$ cat config.mk
export PLATFORM = sky130hd
export DESIGN_NAME = imc_master
export DESIGN_NICKNAME = d
export VERILOG_FILES = /design/src/imc_pkg.sv /design/src/imc_master.sv
export SDC_FILE = /design/constraint.sdc
export NUM_CORES = 1
export LEC_CHECK = 0
export BUFFER_PORTS_ARGS = -buffer_cell sky130_fd_sc_hd__buf_2
export CORE_MARGIN = 2
export CORE_UTILIZATION = 41
export DETAILED_ROUTE_END_ITERATION = 8
export GPL_ROUTABILITY_DRIVEN = 0
export SETUP_SLACK_MARGIN = 0.4
export SLEW_MARGIN = 5
export SYNTH_ARGS = -nofsm -noshare
export SYNTH_HDL_FRONTEND = slang
export SYNTH_SLANG_ARGS = --single-unit
$ cat constraint.sdc
create_clock -name mclk -period 3 [get_ports mclk]
set_input_delay 0.45 -clock mclk [delete_from_list [all_inputs] [get_ports mclk]]
set_output_delay 0.45 -clock mclk [all_outputs]
set_load 0.1 [all_outputs]
$ cat src/imc_pkg.sv
package imc_pkg;

  // Clock and two-wire bit timing.
  localparam int unsigned CLK_PERIOD_NS = 10;
  localparam int unsigned SCL_PERIOD_NS = 10000;
  localparam int unsigned QTR_CYCLES = SCL_PERIOD_NS / (4 * CLK_PERIOD_NS);

  // Register indices; the byte address is four times the index.
  localparam logic [5:0] IDX_SETUP = 6'h03;
  localparam logic [5:0] IDX_CMD = 6'h04;
  localparam logic [5:0] IDX_FLAGS = 6'h05;
  localparam logic [5:0] IDX_TARGET = 6'h07;
  localparam logic [5:0] IDX_SHIFT = 6'h08;

  // Field positions.
  localparam int unsigned EN_BIT = 0;
  localparam int unsigned SMART_BIT = 1;
  localparam int unsigned ACKCH_BIT = 2;
  localparam int unsigned FLUSH_BIT = 3;
  localparam int unsigned RIF_BIT = 7;
  localparam int unsigned WIF_BIT = 6;
  localparam int unsigned HOLD_BIT = 5;
  localparam int unsigned ARB_BIT = 3;
  localparam int unsigned BERR_BIT = 2;
  localparam int unsigned DIR_BIT = 0;

  // Bit engine quarter phases and counts.
  localparam logic [1:0] PH_DRIVE = 2'h0;
  localparam logic [1:0] PH_RISE = 2'h1;
  localparam logic [1:0] PH_SAMPLE = 2'h2;
  localparam logic [1:0] PH_FALL = 2'h3;
  localparam logic [3:0] BIT_LAST_DATA = 4'h7;
  localparam logic [3:0] BIT_ACK_SLOT = 4'h8;
  localparam logic [3:0] MON_LAST = 4'h8;
  localparam logic [3:0] MON_EDGE_OK = 4'h1;

  typedef enum logic [1:0] {
    cmd_nothing = 2'h0,
    cmd_restart = 2'h1,
    cmd_next_byte = 2'h2,
    cmd_stop = 2'h3
  } imc_cmd_t;

  typedef enum logic [1:0] {
    LS_UNKNOWN = 2'h0,
    LS_IDLE = 2'h1,
    LS_OWNER = 2'h2,
    LS_BUSY = 2'h3
  } imc_line_t;

  typedef enum logic [1:0] {
    OP_RSTART = 2'h0,
    OP_READ = 2'h1,
    OP_WRITE = 2'h2,
    OP_STOP = 2'h3
  } imc_op_t;

  typedef enum logic [6:0] {
    ST_IDLE = 7'h01,
    ST_WAITBUS = 7'h02,
    ST_START = 7'h04,
    ST_ACKOUT = 7'h08,
    ST_XFER = 7'h10,
    ST_HOLD = 7'h20,
    ST_STOP = 7'h40
  } imc_fsm_t;

endpackage

$ cat src/imc_master.sv
// The implementer's own choice: the AHB-Lite register port.
`timescale 1ns/100ps
module imc_master
  #(
  parameter int unsigned QTR = imc_pkg::QTR_CYCLES
  )
  (
  // Clock and reset.
  input wire logic mclk,
  input wire logic rst_n,
  // AHB-Lite slave port.
  input wire logic hsel,
  input wire logic [31:0] haddr,
  input wire logic [1:0] htrans,
  input wire logic hwrite,
  input wire logic [2:0] hsize,
  input wire logic [31:0] hwdata,
  input wire logic hready,
  output logic [31:0] hrdata,
  output logic hreadyout,
  output logic hresp,
  // Two-wire bus pins, open drain.
  input wire logic scl_i,
  output logic scl_o,
  output logic scl_oe,
  input wire logic sda_i,
  output logic sda_o,
  output logic sda_oe
  );
  import imc_pkg::*;

  typedef struct packed {
    logic scl_m;
    logic scl_s;
    logic scl_d;
    logic sda_m;
    logic sda_s;
    logic sda_d;
    logic [15:0] tick_cnt;
    logic [1:0] phase;
    logic [3:0] bitn;
    imc_fsm_t fsm;
    imc_op_t op;
    logic en;
    logic smart;
    logic ackch;
    logic [7:0] target;
    logic [7:0] shreg;
    logic f_rif;
    logic f_wif;
    logic f_hold;
    logic last_slave_ack;
    logic f_arb;
    logic f_berr;
    imc_line_t line;
    logic arb_now;
    logic rd_byte;
    logic is_addr;
    logic [3:0] mon_cnt;
    logic mon_fresh;
    logic scl_oe;
    logic sda_oe;
    logic pend;
    logic p_write;
    logic [5:0] p_idx;
    logic [7:0] rdat;
    logic hready;
  } imc_state_t;

  localparam imc_state_t RST_VAL = '{fsm: ST_IDLE, op: OP_RSTART, line: LS_UNKNOWN,
    hready: 1'b1, default: '0};

  imc_state_t st;
  imc_state_t nx;
  logic [7:0] wdat;
  logic acc_wr;
  logic acc_rd;
  logic parked;
  logic held;
  logic start_seen;
  logic stop_seen;
  logic scl_rise;
  logic scl_fall;
  logic tick;
  logic adv;
  logic launch;
  logic launch_ack;
  imc_op_t launch_op;
  logic give_up;
  logic berr_now;
  logic flush;

  // Maps an operation onto the engine state that carries it out.
  function automatic imc_fsm_t op_state(input imc_op_t op);
    unique case (op)
      OP_RSTART: return ST_START;
      OP_STOP: return ST_STOP;
      default: return ST_XFER;
    endcase
  endfunction

  // Next-state logic: bus slave, software effects, bit engine, bus monitor.
  always_comb
  begin
    nx = st;
    wdat = hwdata[7:0];
    acc_wr = st.pend & st.p_write;
    acc_rd = st.pend & ~st.p_write;
    parked = (st.fsm == ST_IDLE) | (st.fsm == ST_HOLD);
    held = st.fsm == ST_HOLD;
    start_seen = st.scl_s & st.scl_d & st.sda_d & ~st.sda_s;
    stop_seen = st.scl_s & st.scl_d & ~st.sda_d & st.sda_s;
    scl_rise = st.scl_s & ~st.scl_d;
    scl_fall = ~st.scl_s & st.scl_d;
    tick = st.tick_cnt == 16'(QTR - 1);
    // A released SCL that a slave still holds low stretches the sample phase.
    adv = tick & ~((st.phase == PH_SAMPLE) & ~st.scl_s);
    launch = 1'b0;
    launch_ack = 1'b0;
    launch_op = OP_RSTART;
    give_up = 1'b0;
    berr_now = 1'b0;
    flush = 1'b0;

    // Pin inputs pass two flip-flops; the third stage gives edges.
    nx.scl_m = scl_i;
    nx.scl_s = st.scl_m;
    nx.scl_d = st.scl_s;
    nx.sda_m = sda_i;
    nx.sda_s = st.sda_m;
    nx.sda_d = st.sda_s;
    nx.tick_cnt = tick ? '0 : st.tick_cnt + 16'h0001;

    // Every transfer gets one wait state; effects happen in that cycle.
    nx.hready = 1'b1;
    nx.pend = 1'b0;
    if (hsel & htrans[1] & hready)
    begin
      nx.pend = 1'b1;
      nx.p_write = hwrite;
      nx.p_idx = haddr[7:2];
      nx.hready = 1'b0;
    end

    // Read data; unmapped words and reserved bits read as zero.
    if (acc_rd)
    begin
      case (st.p_idx)
        IDX_SETUP: nx.rdat = {6'h00, st.smart, st.en};
        IDX_CMD: nx.rdat = {5'h00, st.ackch, 2'h0};
        IDX_FLAGS: nx.rdat = {st.f_rif, st.f_wif, st.f_hold, st.last_slave_ack,
          st.f_arb, st.f_berr, st.line};
        IDX_TARGET: nx.rdat = st.target;
        IDX_SHIFT: nx.rdat = st.shreg;
        default: nx.rdat = 8'h00;
      endcase
    end

    if (acc_rd && (st.p_idx == IDX_SHIFT) && st.smart && held)
    begin
      nx.f_rif = 1'b0;
      nx.f_wif = 1'b0;
      nx.f_hold = 1'b0;
      launch = 1'b1;
      launch_ack = 1'b1;
      launch_op = OP_READ;
    end

    if (acc_wr)
    begin
      case (st.p_idx)
        IDX_SETUP:
        begin
          nx.en = wdat[EN_BIT];
          nx.smart = wdat[SMART_BIT];
        end
        IDX_CMD:
        begin
          nx.ackch = wdat[ACKCH_BIT];
          flush = wdat[FLUSH_BIT];
          if (!flush && held && (wdat[1:0] != cmd_nothing))
          begin
            nx.f_rif = 1'b0;
            nx.f_wif = 1'b0;
            nx.f_hold = 1'b0;
            launch = 1'b1;
            launch_ack = st.target[DIR_BIT];
            unique case (imc_cmd_t'(wdat[1:0]))
              cmd_restart: launch_op = OP_RSTART;
              cmd_stop: launch_op = OP_STOP;
              cmd_next_byte: launch_op = st.target[DIR_BIT] ? OP_READ : OP_WRITE;
              cmd_nothing: launch = 1'b0;
            endcase
          end
        end
        IDX_FLAGS:
        begin
          nx.f_rif = st.f_rif & ~wdat[RIF_BIT];
          nx.f_wif = st.f_wif & ~wdat[WIF_BIT];
          nx.f_hold = st.f_hold & ~wdat[HOLD_BIT];
          nx.f_arb = st.f_arb & ~wdat[ARB_BIT];
          nx.f_berr = st.f_berr & ~wdat[BERR_BIT];
          if ((wdat[1:0] == LS_IDLE) && st.en)
            nx.line = LS_IDLE;
        end
        IDX_TARGET:
        begin
          // Writes during a shift are dropped; the target is copied into the shifter.
          if (parked)
          begin
            nx.f_rif = 1'b0;
            nx.f_wif = 1'b0;
            nx.f_hold = 1'b0;
            nx.f_arb = 1'b0;
            nx.f_berr = 1'b0;
            nx.target = wdat;
            nx.shreg = wdat;
            if (st.line == LS_UNKNOWN)
            begin
              nx.f_wif = 1'b1;
              nx.f_berr = 1'b1;
              nx.fsm = ST_IDLE;
            end
            else if (st.line == LS_OWNER)
            begin
              launch = 1'b1;
              launch_ack = st.target[DIR_BIT];
              launch_op = OP_RSTART;
            end
            else
              nx.fsm = ST_WAITBUS;
          end
        end
        IDX_SHIFT:
        begin
          if (parked)
            nx.shreg = wdat;
          if (held)
          begin
            nx.f_rif = 1'b0;
            nx.f_wif = 1'b0;
            nx.f_hold = 1'b0;
            launch = 1'b1;
            launch_op = OP_WRITE;
          end
        end
        default: ;
      endcase
    end

    if (launch)
    begin
      nx.fsm = launch_ack ? ST_ACKOUT : op_state(launch_op);
      nx.op = launch_op;
      nx.phase = PH_DRIVE;
      nx.bitn = '0;
      nx.rd_byte = launch_op == OP_READ;
      nx.is_addr = 1'b0;
      nx.arb_now = 1'b0;
    end

    // Bit engine; the phase steps only in states that clock the bus.
    if (adv && !parked && (st.fsm != ST_WAITBUS))
      nx.phase = st.phase + 2'h1;
    unique case (st.fsm)
      ST_IDLE, ST_HOLD: ;
      ST_WAITBUS:
      begin
        if (st.line == LS_IDLE)
        begin
          nx.fsm = ST_START;
          nx.phase = PH_DRIVE;
        end
      end
      ST_START:
      begin
        if (adv)
        begin
          unique case (st.phase)
            PH_DRIVE: nx.sda_oe = 1'b0;
            PH_RISE: nx.scl_oe = 1'b0;
            PH_SAMPLE:
            begin
              if (!st.sda_s)
                give_up = 1'b1;
              else
                nx.sda_oe = 1'b1;
            end
            PH_FALL:
            begin
              nx.scl_oe = 1'b1;
              nx.fsm = ST_XFER;
              nx.bitn = '0;
              nx.is_addr = 1'b1;
              nx.rd_byte = 1'b0;
              nx.arb_now = 1'b0;
            end
          endcase
        end
      end
      ST_ACKOUT:
      begin
        if (adv)
        begin
          unique case (st.phase)
            PH_DRIVE: nx.sda_oe = ~st.ackch;
            PH_RISE: nx.scl_oe = 1'b0;
            PH_SAMPLE:
            begin
              if (st.ackch && !st.sda_s)
                give_up = 1'b1;
            end
            PH_FALL:
            begin
              nx.scl_oe = 1'b1;
              nx.fsm = op_state(st.op);
              nx.bitn = '0;
              nx.rd_byte = st.op == OP_READ;
            end
          endcase
        end
      end
      ST_XFER:
      begin
        if (adv)
        begin
          unique case (st.phase)
            PH_DRIVE:
            begin
              // After a loss only ones go out, so the byte still completes.
              if ((st.bitn == BIT_ACK_SLOT) || st.rd_byte || st.arb_now)
                nx.sda_oe = 1'b0;
              else
                nx.sda_oe = ~st.shreg[7];
            end
            PH_RISE: nx.scl_oe = 1'b0;
            PH_SAMPLE:
            begin
              if (st.bitn == BIT_ACK_SLOT)
                nx.last_slave_ack = st.sda_s;
              else
              begin
                nx.shreg = {st.shreg[6:0], st.sda_s};
                if (!st.rd_byte && st.shreg[7] && !st.sda_s && !st.arb_now)
                begin
                  nx.arb_now = 1'b1;
                  nx.f_arb = 1'b1;
                end
              end
            end
            PH_FALL:
            begin
              nx.scl_oe = 1'b1;
              nx.bitn = st.bitn + 4'h1;
              if (st.rd_byte && (st.bitn == BIT_LAST_DATA))
              begin
                nx.f_rif = 1'b1;
                nx.fsm = ST_HOLD;
                nx.f_hold = 1'b1;
              end
              else if (!st.rd_byte && (st.bitn == BIT_ACK_SLOT))
              begin
                if (st.arb_now)
                begin
                  nx.f_wif = 1'b1;
                  nx.fsm = ST_IDLE;
                  nx.scl_oe = 1'b0;
                  nx.sda_oe = 1'b0;
                  nx.line = LS_BUSY;
                end
                else if (st.is_addr && st.target[DIR_BIT] && !st.last_slave_ack)
                begin
                  nx.bitn = '0;
                  nx.rd_byte = 1'b1;
                  nx.is_addr = 1'b0;
                end
                else
                begin
                  nx.f_wif = 1'b1;
                  nx.fsm = ST_HOLD;
                  nx.f_hold = 1'b1;
                end
              end
            end
          endcase
        end
      end
      ST_STOP:
      begin
        if (adv)
        begin
          unique case (st.phase)
            PH_DRIVE: nx.sda_oe = 1'b1;
            PH_RISE: nx.scl_oe = 1'b0;
            PH_SAMPLE: nx.sda_oe = 1'b0;
            PH_FALL:
            begin
              nx.fsm = ST_IDLE;
              nx.line = LS_IDLE;
            end
          endcase
        end
      end
    endcase

    if (give_up)
    begin
      nx.f_arb = 1'b1;
      nx.f_wif = 1'b1;
      nx.fsm = ST_IDLE;
      nx.scl_oe = 1'b0;
      nx.sda_oe = 1'b0;
      nx.line = LS_BUSY;
    end

    if (st.en)
    begin
      if (scl_rise)
        nx.mon_cnt = (st.mon_cnt == MON_LAST) ? '0 : st.mon_cnt + 4'h1;
      if (scl_fall)
        nx.mon_fresh = 1'b0;
      if (start_seen)
      begin
        berr_now = st.mon_cnt > MON_EDGE_OK;
        nx.mon_cnt = '0;
        nx.mon_fresh = 1'b1;
        nx.line = (st.fsm == ST_START) ? LS_OWNER : LS_BUSY;
      end
      if (stop_seen)
      begin
        berr_now = (st.mon_cnt > MON_EDGE_OK) || st.mon_fresh;
        nx.mon_cnt = '0;
        nx.mon_fresh = 1'b0;
        nx.line = LS_IDLE;
      end
      // An error during our own operation ends it and reports write-complete.
      if (berr_now)
      begin
        nx.f_berr = 1'b1;
        if (!parked)
        begin
          // The lines are released here, so a hold or read completion that the engine enters in this cycle is not reported.
          nx.f_wif = 1'b1;
          nx.f_rif = 1'b0;
          nx.f_hold = 1'b0;
          nx.fsm = ST_IDLE;
          nx.scl_oe = 1'b0;
          nx.sda_oe = 1'b0;
        end
      end
    end

    if (!nx.en || flush)
    begin
      nx.fsm = ST_IDLE;
      nx.line = LS_UNKNOWN;
      nx.scl_oe = 1'b0;
      nx.sda_oe = 1'b0;
      nx.f_hold = 1'b0;
      nx.mon_cnt = '0;
      nx.mon_fresh = 1'b0;
    end
    if (flush)
    begin
      nx.target = '0;
      nx.shreg = '0;
    end
  end

  // All state in one register.
  always_ff @(posedge mclk or negedge rst_n)
  begin
    if (!rst_n)
      st <= RST_VAL;
    else
      st <= nx;
  end

  // The pins are only ever pulled low, so the output levels are fixed.
  assign hrdata = {24'h00_0000, st.rdat};
  assign hreadyout = st.hready;
  assign hresp = 1'b0;
  assign scl_o = 1'b0;
  assign sda_o = 1'b0;
  assign scl_oe = st.scl_oe;
  assign sda_oe = st.sda_oe;
endmodule

==> results of run 1 <==
[worst min path at each step]
stage | cells after the start | end
5_1_grt | 1 | nx[86]$_DFF_PN0_
6_report | 1 | st[10]$_DFFE_PN0P_
3_3_place_gp | 0 | nx[85]$_DFF_PN0_
2_1_floorplan | 0 | hrdata[0]$_DFFE_PN0N_
3_5_place_dp | 0 | nx[85]$_DFF_PN0_
4_1_cts | 1 | nx[86]$_DFF_PN0_
[metrics by stage]
step | area [µm²] | hold WS (ps) | cells
2_1_floorplan | 5860 | 154 | 644
3_3_place_gp | 6040 | 336 | 816
3_5_place_dp | 6040 | 335 | 816
4_1_cts | 6350 | 190 | 832
5_1_grt | 6450 | 188 | 838
6_report | 6450 | 182 | 838
[sequential cells by signal (all words and copies together), names as in the netlist]
register,count
st,76
hrdata,8
nx,4
hreadyout,1
scl_oe,1
sda_oe,1
[worst reg2reg max path, stage by stage (launching register included)]
cell,delay [ps]
dfrtp_2,480
nor4_4,400
nand3_2,160
or3_1,430
inv_1,70
o211ai_1,110
and2_1,190
ha_1,270
nand3_1,90
a211oi_2,260
[layer usage]
layer	part of all wire (%)	wire length, µm	track usage [%]
met5	0	0	0
met2	49	6970	32.8
met4	2.2	316	7.61
met1	44	6240	25.7
met3	5.6	797	4.09
[cell usage in the layout, fill, tap and decap left out, types with 6 or more instances in the layout]
| master | Yosys | routed |
|---|---|---|
| a211oi_1 | 13 | 12 |
| nand3b_1 | 6 | 6 |
| nor3_1 | 10 | 10 |
| a31oi_1 | 8 | 8 |
| nor2b_1 | 8 | 7 |
| o21ai_0 | 28 | 28 |
| mux2i_1 | 15 | 15 |
| xor2_1 | 13 | 13 |
| conb_1 | 1 | 27 |
| and3_1 | 11 | 10 |
| dfrtp_1 | 89 | 84 |
| mux2_2 | 10 | 10 |
| nand4_1 | 9 | 9 |
| clkbuf_16 | 0 | 9 |
| buf_2 | 9 | 31 |
| nor4_1 | 11 | 9 |
| nand2b_1 | 11 | 11 |
| nand2_1 | 54 | 53 |
| ha_1 | 18 | 18 |
| nor2_1 | 48 | 48 |
| a22o_1 | 15 | 15 |
| a21oi_1 | 28 | 27 |
| inv_1 | 23 | 23 |
| buf_4 | 36 | 28 |
| xnor2_1 | 11 | 11 |
| nand3_1 | 31 | 30 |
[power breakdown]
part,internal (mW),total [mW],switching (mW)
sequential,1.40,1.65,0.255
clock,0.672,1.17,0.500
combinational,0.504,1.46,0.954
[cells by family (layout without fill, tap and decap cells)]
family | count (synthesis) | in the layout | share of synthesized area (%)
simple gates | 242 | 242 | 24.0
flops | 91 | 91 | 39.5
fa+ha+maj | 18 | 18 | 3.91
compound gates | 133 | 133 | 16.2
xor+xnor | 24 | 24 | 3.65
mux | 25 | 25 | 4.56
other cells | 1 | 27 | 0.0650
buf+inv | 84 | 98 | 8.05
[timing repair]
item                       4_1_cts  5_1_grt
pin swaps                        0        3
setup endpoints to repair        8       15
hold endpoints to repair         0        0
resized for setup                6       12
setup buffers                    0        6
[layout make-up]
cell class,instances,area [µm²]
multi-input combinational,469,3180
clock inverter,5,60.1
inverter,23,86.3
clock buffer,11,243
sequential,91,2290
timing repair buffer,59,365
tap,180,225
fill,1301,7380
==> metrics.md, run 1 <==
| Metric | Value |
|---|---|
| Status | `finished clean` |
| Most frequent cell after synthesis | `dfrtp_1` |
| Synth area leaders | `dfrtp_1 (39%), buf_4 (4.7%), ha_1 (3.9%)` |
| Async S/R FF share, synth | `100%` |
| Die Wd | `around 120 µm` |
| Synth Area per Inst | `~9.3 µm²` |
| FF+latch count, synth | `slightly above 90` |
| Peak supply drop | `between 0.4 and 0.5 mV` |
| Crit. End Element | `flop` |
| Synth warn | `0` |
| R2R depth | `9` |
| Ant diodes | `0` |
| CP delay by family, top | `simple AND/OR/NAND/NOR gates` |
| Crit share post-route | `85.0%` |
| Initial core utilization | `roughly two fifths` |
| PortBufs | `32` |
| Crit-path slowest cell | `dfrtp_2` |
| Worst min-delay path category | `input port to async pin` |
| Vias | `about 4700` |
| Final Hold Vio Count | `0` |
| Ys flop type | `dfrtp_1` |
| Num CTS Buffers | `9` |
| Drt drc | `0` |
| Pwr per Cell Area | `between 600 and 700 nW/µm²` |
| Crit-path cells | `nor4_4, nand3_2, or3_1, inv_1, o211ai_1, and2_1, ha_1, nand3_1, a211oi_2` |
| Largest net degree at the start of global routing | `between 60 and 70` |
| Post-layout utilization of the core | `between 40% and 50%` |
| Place WS | `338 ps` |
| Setup slack, reg-to-reg | `450 ps` |
| TritonCTS clock tree | `built` |
| Area of the die | `about 15000 µm²` |
| Drt wl/cell | `17.1 µm` |
| R2R Path End | `st[60]$_DFF_PN0_` |
| Slew margin rel. | `48.1%` |
| Root Buffer Master | `clkbuf_16` |
| Setup CP Type | `flop to flop` |
| Final Max Slew Viols | `0` |
| Pleak | `between 2 and 3 nW` |
| Drt first pass iters | `5` |
| Gr usage total | `between 15 and 20%` |
| Die height | `between 100 and 150 µm` |
| Area leader, netlist | `dfrtp_1` |
| Global-route wire length before repair | `23.4 mm` |
| Seq/Total Area, Yosys | `about two fifths` |
| Levels on crit path | `9` |
| Clock latency on the worst-skew pair | `around 350 ps` |
| Synthesized cell area | `~5800 µm²` |
| Final setup violation count | `0` |
| Data arrival, critical path | `2800 ps` |
| Placed wire-length estimate | `around 11 mm` |
| Number of synthesized flops with an enable pin | `0` |
| Initial DRC count | `between 400 and 500` |
| Startpoint types | `flop` |
| Total power | `around 4.3 mW` |
| Worst-case clock buffer depth | `2` |
| Avg Vias per Cell | `5.64` |
| Initial antenna violation count | `0` |
| Routed WL | `approximately 14 mm` |
| WP data required | `approximately 3300 ps` |
| Synth-to-Final Area Change | `11.8%` |
| Worst-path clk slew | `60 ps` |
| CTS sink count | `slightly above 90` |
| H-tree depth | `3` |
| Worst Clk Skew | `roughly 10 ps` |
| Post-CTS Hold Buffers | `0` |
| Max incr delay on CP | `approximately 480 ps` |
| Max-Cap Viols | `0` |
| CP Max Fanout | `8` |
| Final worst path period need | `roughly 2500 ps` |
| Critical Path Start | `st[62]$_DFF_PN0_` |
| Reg2reg start | `st[62]$_DFF_PN0_` |
| Cell Rows | `43` |
| Layout cells sized above 1 | `19.0%` |
| Top-area cell type share of the netlist area | `38.6%` |
| Slack of the critical path | `450 ps` |
| Fin nets | `about 750` |
| Unique masters post-synth | `74` |
| Crit path capture | `st[60]$_DFF_PN0_` |
| RSZ-0062 raised after global routing | `yes` |
| Vias in the first global route | `between 4000 and 5000` |
| Top cells by count, synth | `dfrtp_1 (89), nand2_1 (54), nor2_1 (48), buf_4 (36), nand3_1 (31)` |
| TNS Setup | `0 ps` |
| Worst Tran Pin Value | `roughly 800 ps` |
| Highest clock rate | `~400 MHz` |
| Antenna Nets Post-Route | `0` |
| Ports | `approximately 110` |
| Area of the core | `approximately 14000 µm²` |
| Buf+Inv Stages, Crit Path | `1` |
| Total gr overflow | `0` |
| Post-synthesis cell count | `approximately 620` |
No activity file was read; power rests on OpenSTA's default activity.
==> inputs of run 2 (changes only) <==
==> constraint.sdc (replaced) <==
create_clock -name mclk -period 2.4 [get_ports mclk]
set_input_delay 0.36 -clock mclk [delete_from_list [all_inputs] [get_ports mclk]]
set_output_delay 0.36 -clock mclk [all_outputs]
set_load 0.1 [all_outputs]
==> metrics.md, run 2 (synthesis results as in run 1) <==
| Metric | Value |
|---|---|
| Status | `finished clean` |
| Setup slack, reg-to-reg | `50 ps` |
| Final setup violation count | `0` |
| Final Max Slew Viols | `0` |
| Total gr overflow | `0` |
| Final Non-Filler Cells | `between 900 and 1000` |
| WP data required | `2670 ps` |
| Final Hold Vio Count | `0` |
| H-tree depth | `3` |
| Max incr delay on CP | `~580 ps` |
| Buf+Inv Stages, Crit Path | `0` |
| RSZ-0062 raised after global routing | `yes` |
| Vias in the first global route | `~5000` |
| Metal2 WL | `between 7 and 8 mm` |
| Fin nets | `slightly above 800` |
| Worst-path clk slew | `around 70 ps` |
| Crit-path slowest cell | `or4_4` |
| Worst Tran Pin Value | `about 650 ps` |
| TritonCTS clock tree | `built` |
| Worst min-delay path category | `input port to async pin` |
| Initial core utilization | `between 40% and 50%` |
| Dpl cell area | `around 6500 µm²` |
| Data arrival, critical path | `around 2600 ps` |
| Startpoint types | `flop` |
| Worst Clk Skew | `just under 10 ps` |
| PortBufs | `32` |
| Ports | `~110` |
| DR WL met3 | `around 770 µm` |
| Pwr per Cell Area | `784 nW/µm²` |
| Slew margin rel. | `about 57%` |
| Antenna Nets Post-Route | `0` |
| Cell Rows | `43` |
| Largest net degree at the start of global routing | `48` |
| Root Buffer Master | `clkbuf_16` |
| Metal-1 WL | `7.29 mm` |
| Largest register FFs | `76` |
| Drt drc | `0` |
| Reg2reg start | `st[61]$_DFF_PN0_` |
| Gr usage total | `between 20% and 30%` |
| R2R Path End | `st[60]$_DFF_PN0_` |
| Initial DRC count | `between 400 and 500` |
| Vias | `5054` |
| Worst-case clock buffer depth | `2` |
| Post-route cell area | `7410 µm²` |
| Routed WL | `~16 mm` |
| Final worst path period need | `2350 ps` |
| Area of the core | `around 14000 µm²` |
| Placed insts | `between 800 and 900` |
| Clock latency on the worst-skew pair | `360 ps` |
| Highest clock rate | `approximately 430 MHz` |
| CP Max Fanout | `4` |
| Max-Cap Viols | `0` |
| R2R depth | `7` |
| Synth-to-Final Area Change | `28.5%` |
| Area of the die | `between 15000 and 20000 µm²` |
| Highest Signal Layer | `met4` |
| Drt first pass iters | `6` |
| Peak supply drop | `slightly above 0.5 mV` |
| Die Wd | `~120 µm` |
| Commonest non-fill, non-tap cells in the layout | `dfrtp_1 (83), buf_4 (79), nand2_1 (51), nor2_1 (37), buf_2 (31)` |
| Num CTS Buffers | `9` |
| CP delay by family, top | `simple AND/OR/NAND/NOR gates` |
| FILL cells | `1258` |
| Crit. End Element | `flop` |
| Crit-path cells | `nor2b_2, nand3_1, or4_4, and2_1, ha_1, nand3_2, a211oi_2` |
| Pleak | `roughly 3.3 nW` |
| Initial antenna violation count | `0` |
| Layout cells sized above 1 | `35.3%` |
| Drt wl/cell | `17.6 µm` |
| Ant diodes | `0` |
| Die height | `approximately 120 µm` |
| Avg Vias per Cell | `approximately 5.6` |
| Commonest non-fill, non-tap cell in the layout | `dfrtp_1` |
| Crit share post-route | `between 90% and 100%` |
| TNS Setup | `0 ps` |
| Global-route wire length before repair | `around 26 mm` |
| CTS sink count | `a little over 90` |
| Largest reg by FF count | `st` |
| Setup CP Type | `flop to flop` |
| Placed wire-length estimate | `11.4 mm` |
run 2: cell count changes in the layout (fill, tap and decap cells not counted), sizes merged:
cell and delta:
buf +67, inv -1, bufinv -1, clkinv +1, clkinvlp +2, clkbuf -1
run 2: layout make-up:
type	count	area, µm²	area share [%]
clock inverter	6	41.3	0.557
timing repair buffer	126	966	13.0
multi-input combinational	469	3570	48.1
inverter	23	86.3	1.16
sequential	91	2290	30.9
clock buffer	10	239	3.22
tap	180	225	3.04
run 2: through the flow:
| step | hold slack, ps | power [mW] | setup WS [ps] | utilization (%) |
|---|---|---|---|---|
| CTS | 42.8 | 5.69 | 132 | 51.7 |
| global placement | 335 | 4.07 | 99.5 | 46.9 |
| detailed placement | 335 | 4.12 | 58.4 | 46.9 |
| finish | 27.9 | 5.81 | 51.7 | 53.6 |
| global route | 78.6 | 6.12 | -59.2 | 53.6 |
| floorplan | 64.4 | 3.48 | 208 | - |
run 2: how the worst max path moves through the flow:
| stage | to | cells after the start | startpoint |
|---|---|---|---|
| 2_1_floorplan | st[60]$_DFF_PN0_ | 9 | st[10]$_DFFE_PN0P_ |
| 3_3_place_gp | st[31]$_DFFE_PN0P_ | 8 | st[70]$_DFF_PN0_ |
| 3_5_place_dp | st[60]$_DFF_PN0_ | 8 | st[9]$_DFFE_PN0P_ |
| 4_1_cts | st[60]$_DFF_PN0_ | 10 | st[9]$_DFFE_PN0P_ |
| 5_1_grt | st[28]$_DFF_PN0_ | 8 | st[70]$_DFF_PN0_ |
| 6_report | st[60]$_DFF_PN0_ | 7 | st[61]$_DFF_PN0_ |
run 2: report_power, final:
part           total [mW]  leakage (nW)  switching, mW  internal (mW)
clock network        1.37         0.130          0.643          0.729
registers            2.03          1.10          0.282           1.75
logic                2.41          2.10           1.43          0.984
total                5.81          3.33           2.35           3.46
run 2: routing by layer:
layer,global-route usage (%),vias up
li1,-,2390
met1,29.8,2488
met2,35.4,151
met3,4.04,25
met4,7.18,0
met5,0,-
run 2: repair_timing:
action | 4_1_cts | 5_1_grt
buffers inserted | 19 | 11
resized for setup | 55 | 46
hold buffers | 0 | 0
setup endpoints to repair | 46 | 55
cloned | 2 | 0
pin swaps | 18 | 27
==> inputs of run 3 (changes only) <==
--- a/config.mk
+++ b/config.mk
@@ -10,6 +10,7 @@
 export CORE_UTILIZATION = 41
 export DETAILED_ROUTE_END_ITERATION = 8
 export GPL_ROUTABILITY_DRIVEN = 0
+export PLACE_DENSITY_LB_ADDON = 0.3
 export SETUP_SLACK_MARGIN = 0.4
 export SLEW_MARGIN = 5
 export SYNTH_ARGS = -nofsm -noshare
==> metrics.md, run 3 (synthesis results as in run 1) <==
| Metric | Value |
|---|---|
| Startpoint types | `flop` |
| Drt drc | `0` |
| Ports | `between 100 and 150` |
| Post-CTS Hold Buffers | `0` |
| Crit-path cells | `or4b_4, nor4_4, buf_4, nand2_1, nor3_2, mux2_2` |
| Initial antenna violation count | `0` |
| Slew margin rel. | `around three fifths` |
| Crit. End Element | `flop` |
| Largest register FFs | `76` |
| Peak supply drop | `0.466 mV` |
| Worst Tran Pin Value | `597 ps` |
| Pwr per Cell Area | `813 nW/µm²` |
| Worst min-delay path category | `input port to async pin` |
| Root Buffer Master | `clkbuf_16` |
| Initial DRC count | `between 400 and 500` |
| Vias in the first global route | `5077` |
| WP data required | `2640 ps` |
| Ant diodes | `0` |
| Routed WL | `approximately 17 mm` |
| Data arrival, critical path | `~2600 ps` |
| Antenna Nets Post-Route | `0` |
| FILL cells | `approximately 1100` |
| R2R depth | `6` |
| Initial core utilization | `a little over two fifths` |
| Logic pwr share | `a little over two fifths` |
| Largest net degree at the start of global routing | `53` |
| Max incr delay on CP | `~580 ps` |
| Worst Clk Skew | `6.06 ps` |
| Die Wd | `between 100 and 150 µm` |
| Cell Rows | `43` |
| Register cell area after layout | `approximately 2300 µm²` |
| R2R Path End | `st[31]$_DFFE_PN0P_` |
| Fin nets | `around 830` |
| Synth-to-Final Area Change | `36.6%` |
| Final worst path period need | `2320 ps` |
| Commonest non-fill, non-tap cell in the layout | `buf_4` |
| Global-route wire length before repair | `between 20 and 30 mm` |
| Clock latency on the worst-skew pair | `350 ps` |
| Max-Cap Viols | `0` |
| PortBufs | `32` |
| Status | `finished clean` |
| Gr usage total | `roughly 22%` |
| Die height | `between 100 and 150 µm` |
| Area of the die | `about 15000 µm²` |
| Crit-path slowest cell | `or4b_4` |
| Num CTS Buffers | `9` |
| Worst-case clock buffer depth | `2` |
| Switch Pwr | `roughly 2.5 mW` |
| Slack of the critical path | `75.5 ps` |
| TNS Setup | `0 ps` |
| CP Max Fanout | `5` |
| Sequential Power Share | `about a third` |
| Final Max Slew Viols | `0` |
| Clock group share of total power | `approximately 25%` |
| Drt wl/cell | `approximately 19 µm` |
| Setup CP Type | `flop to flop` |
| Pleak | `3.53 nW` |
| Reg2reg start | `st[77]$_DFF_PN0_` |
| RSZ-0062 raised after global routing | `yes` |
| Area of the core | `13800 µm²` |
| Layout cells sized above 1 | `between 40% and 50%` |
| Place WS | `14.0 ps` |
| CTS sink count | `91` |
| Total gr overflow | `0` |
| Vias | `about 5300` |
| Largest reg by FF count | `st` |
| H-tree depth | `3` |
| Avg Vias per Cell | `a little under 6` |
| P_int | `roughly 3.9 mW` |
| Drt first pass iters | `5` |
| Commonest non-fill, non-tap cells in the layout | `buf_4 (85), dfrtp_1 (80), nand2_1 (47), nor2_1 (33), buf_2 (31)` |
| Setup slack, reg-to-reg | `80 ps` |
| Multi-input logic area | `about 3800 µm²` |
| TritonCTS clock tree | `built` |
| Net Sw Frac | `approximately two fifths` |
| Final Hold Vio Count | `0` |
| Crit share post-route | `between 90 and 100%` |
| Worst-path clk slew | `70 ps` |
| Final setup violation count | `0` |
| Placed wire-length estimate | `about 11 mm` |
| Highest clock rate | `around 430 MHz` |
## run 3: cell types whose count changed in the layout (fill, tap and decap cells not counted), sizes merged
cell      previous run  this run
clkinvlp             3         0
buf                126       145
inv                 23        24
clkbuf              10        11
bufinv               0         2
clkinv               3         2
## run 3: power groups by stage
| stage | registers [mW] | logic, mW | clock network, mW |
|---|---|---|---|
| final | 2.06 | 2.78 | 1.57 |
| after CTS | 2.03 | 2.43 | 1.59 |
| after detailed placement | 2.06 | 1.99 | 0 |
| after floorplan | 2.03 | 1.46 | 0 |
| after global placement | 2.05 | 1.95 | 0 |
| after global routing | 2.08 | 2.92 | 1.67 |
## run 3: layout make-up
class                      instances  share of cell area, %
clock buffer                      11                   3.08
tap                              180                   2.86
timing repair buffer             145                   15.0
sequential                        91                   29.1
inverter                          23                   1.10
multi-input combinational        469                   47.8
clock inverter                     5                   1.08
## run 3: per-layer routing
metal | wire length [µm] | vias to the layer above | GRT usage, %
li1 | - | 2417 | -
met1 | 7140 | 2650 | 27.5
met2 | 8600 | 232 | 36.6
met3 | 935 | 45 | 3.95
met4 | 467 | 0 | 7.83
met5 | 0 | - | 0
## run 3: how the worst max path moves through the flow
stage / from / depth (start not counted) / slack (ps) / endpoint
6_report: st[77]$_DFF_PN0_ / 6 / 80 / st[31]$_DFFE_PN0P_
5_1_grt: st[77]$_DFF_PN0_ / 6 / 20 / st[31]$_DFFE_PN0P_
4_1_cts: st[77]$_DFF_PN0_ / 6 / 150 / st[31]$_DFFE_PN0P_
3_5_place_dp: st[77]$_DFF_PN0_ / 6 / 10 / st[58]$_DFF_PN0_
3_3_place_gp: st[77]$_DFF_PN0_ / 6 / 80 / st[60]$_DFF_PN0_
2_1_floorplan: st[10]$_DFFE_PN0P_ / 9 / 210 / st[60]$_DFF_PN0_
## run 3: repair_timing
| item | 4_1_cts | 5_1_grt |
|---|---|---|
| setup endpoints to repair | 46 | 59 |
| hold endpoints to repair | 0 | 0 |
| gates cloned | 2 | 1 |
| gates resized for setup | 85 | 72 |
| buffers inserted | 34 | 17 |
| pin swaps | 29 | 21 |
## run 3: critical path: cells and delay by family (launching register included)
kind / cells / cell delay (ps)
multiplexers: 1 / 350
AND/OR/NAND/NOR: 4 / 1240
flip-flops: 1 / 400
buffers and inverters: 1 / 220
## run 3: stage by stage
stage	power, mW	utilization, %	hold slack (ps)	instances	area, µm²
floorplan	3.48	-	64.4	644	6030
global placement	4.00	46.8	332	854	6460
detailed placement	4.04	46.8	341	854	6460
CTS	6.06	53.7	16.2	906	7420
global route	6.67	57.0	37.5	924	7880
finish	6.41	57.0	3.43	924	7880
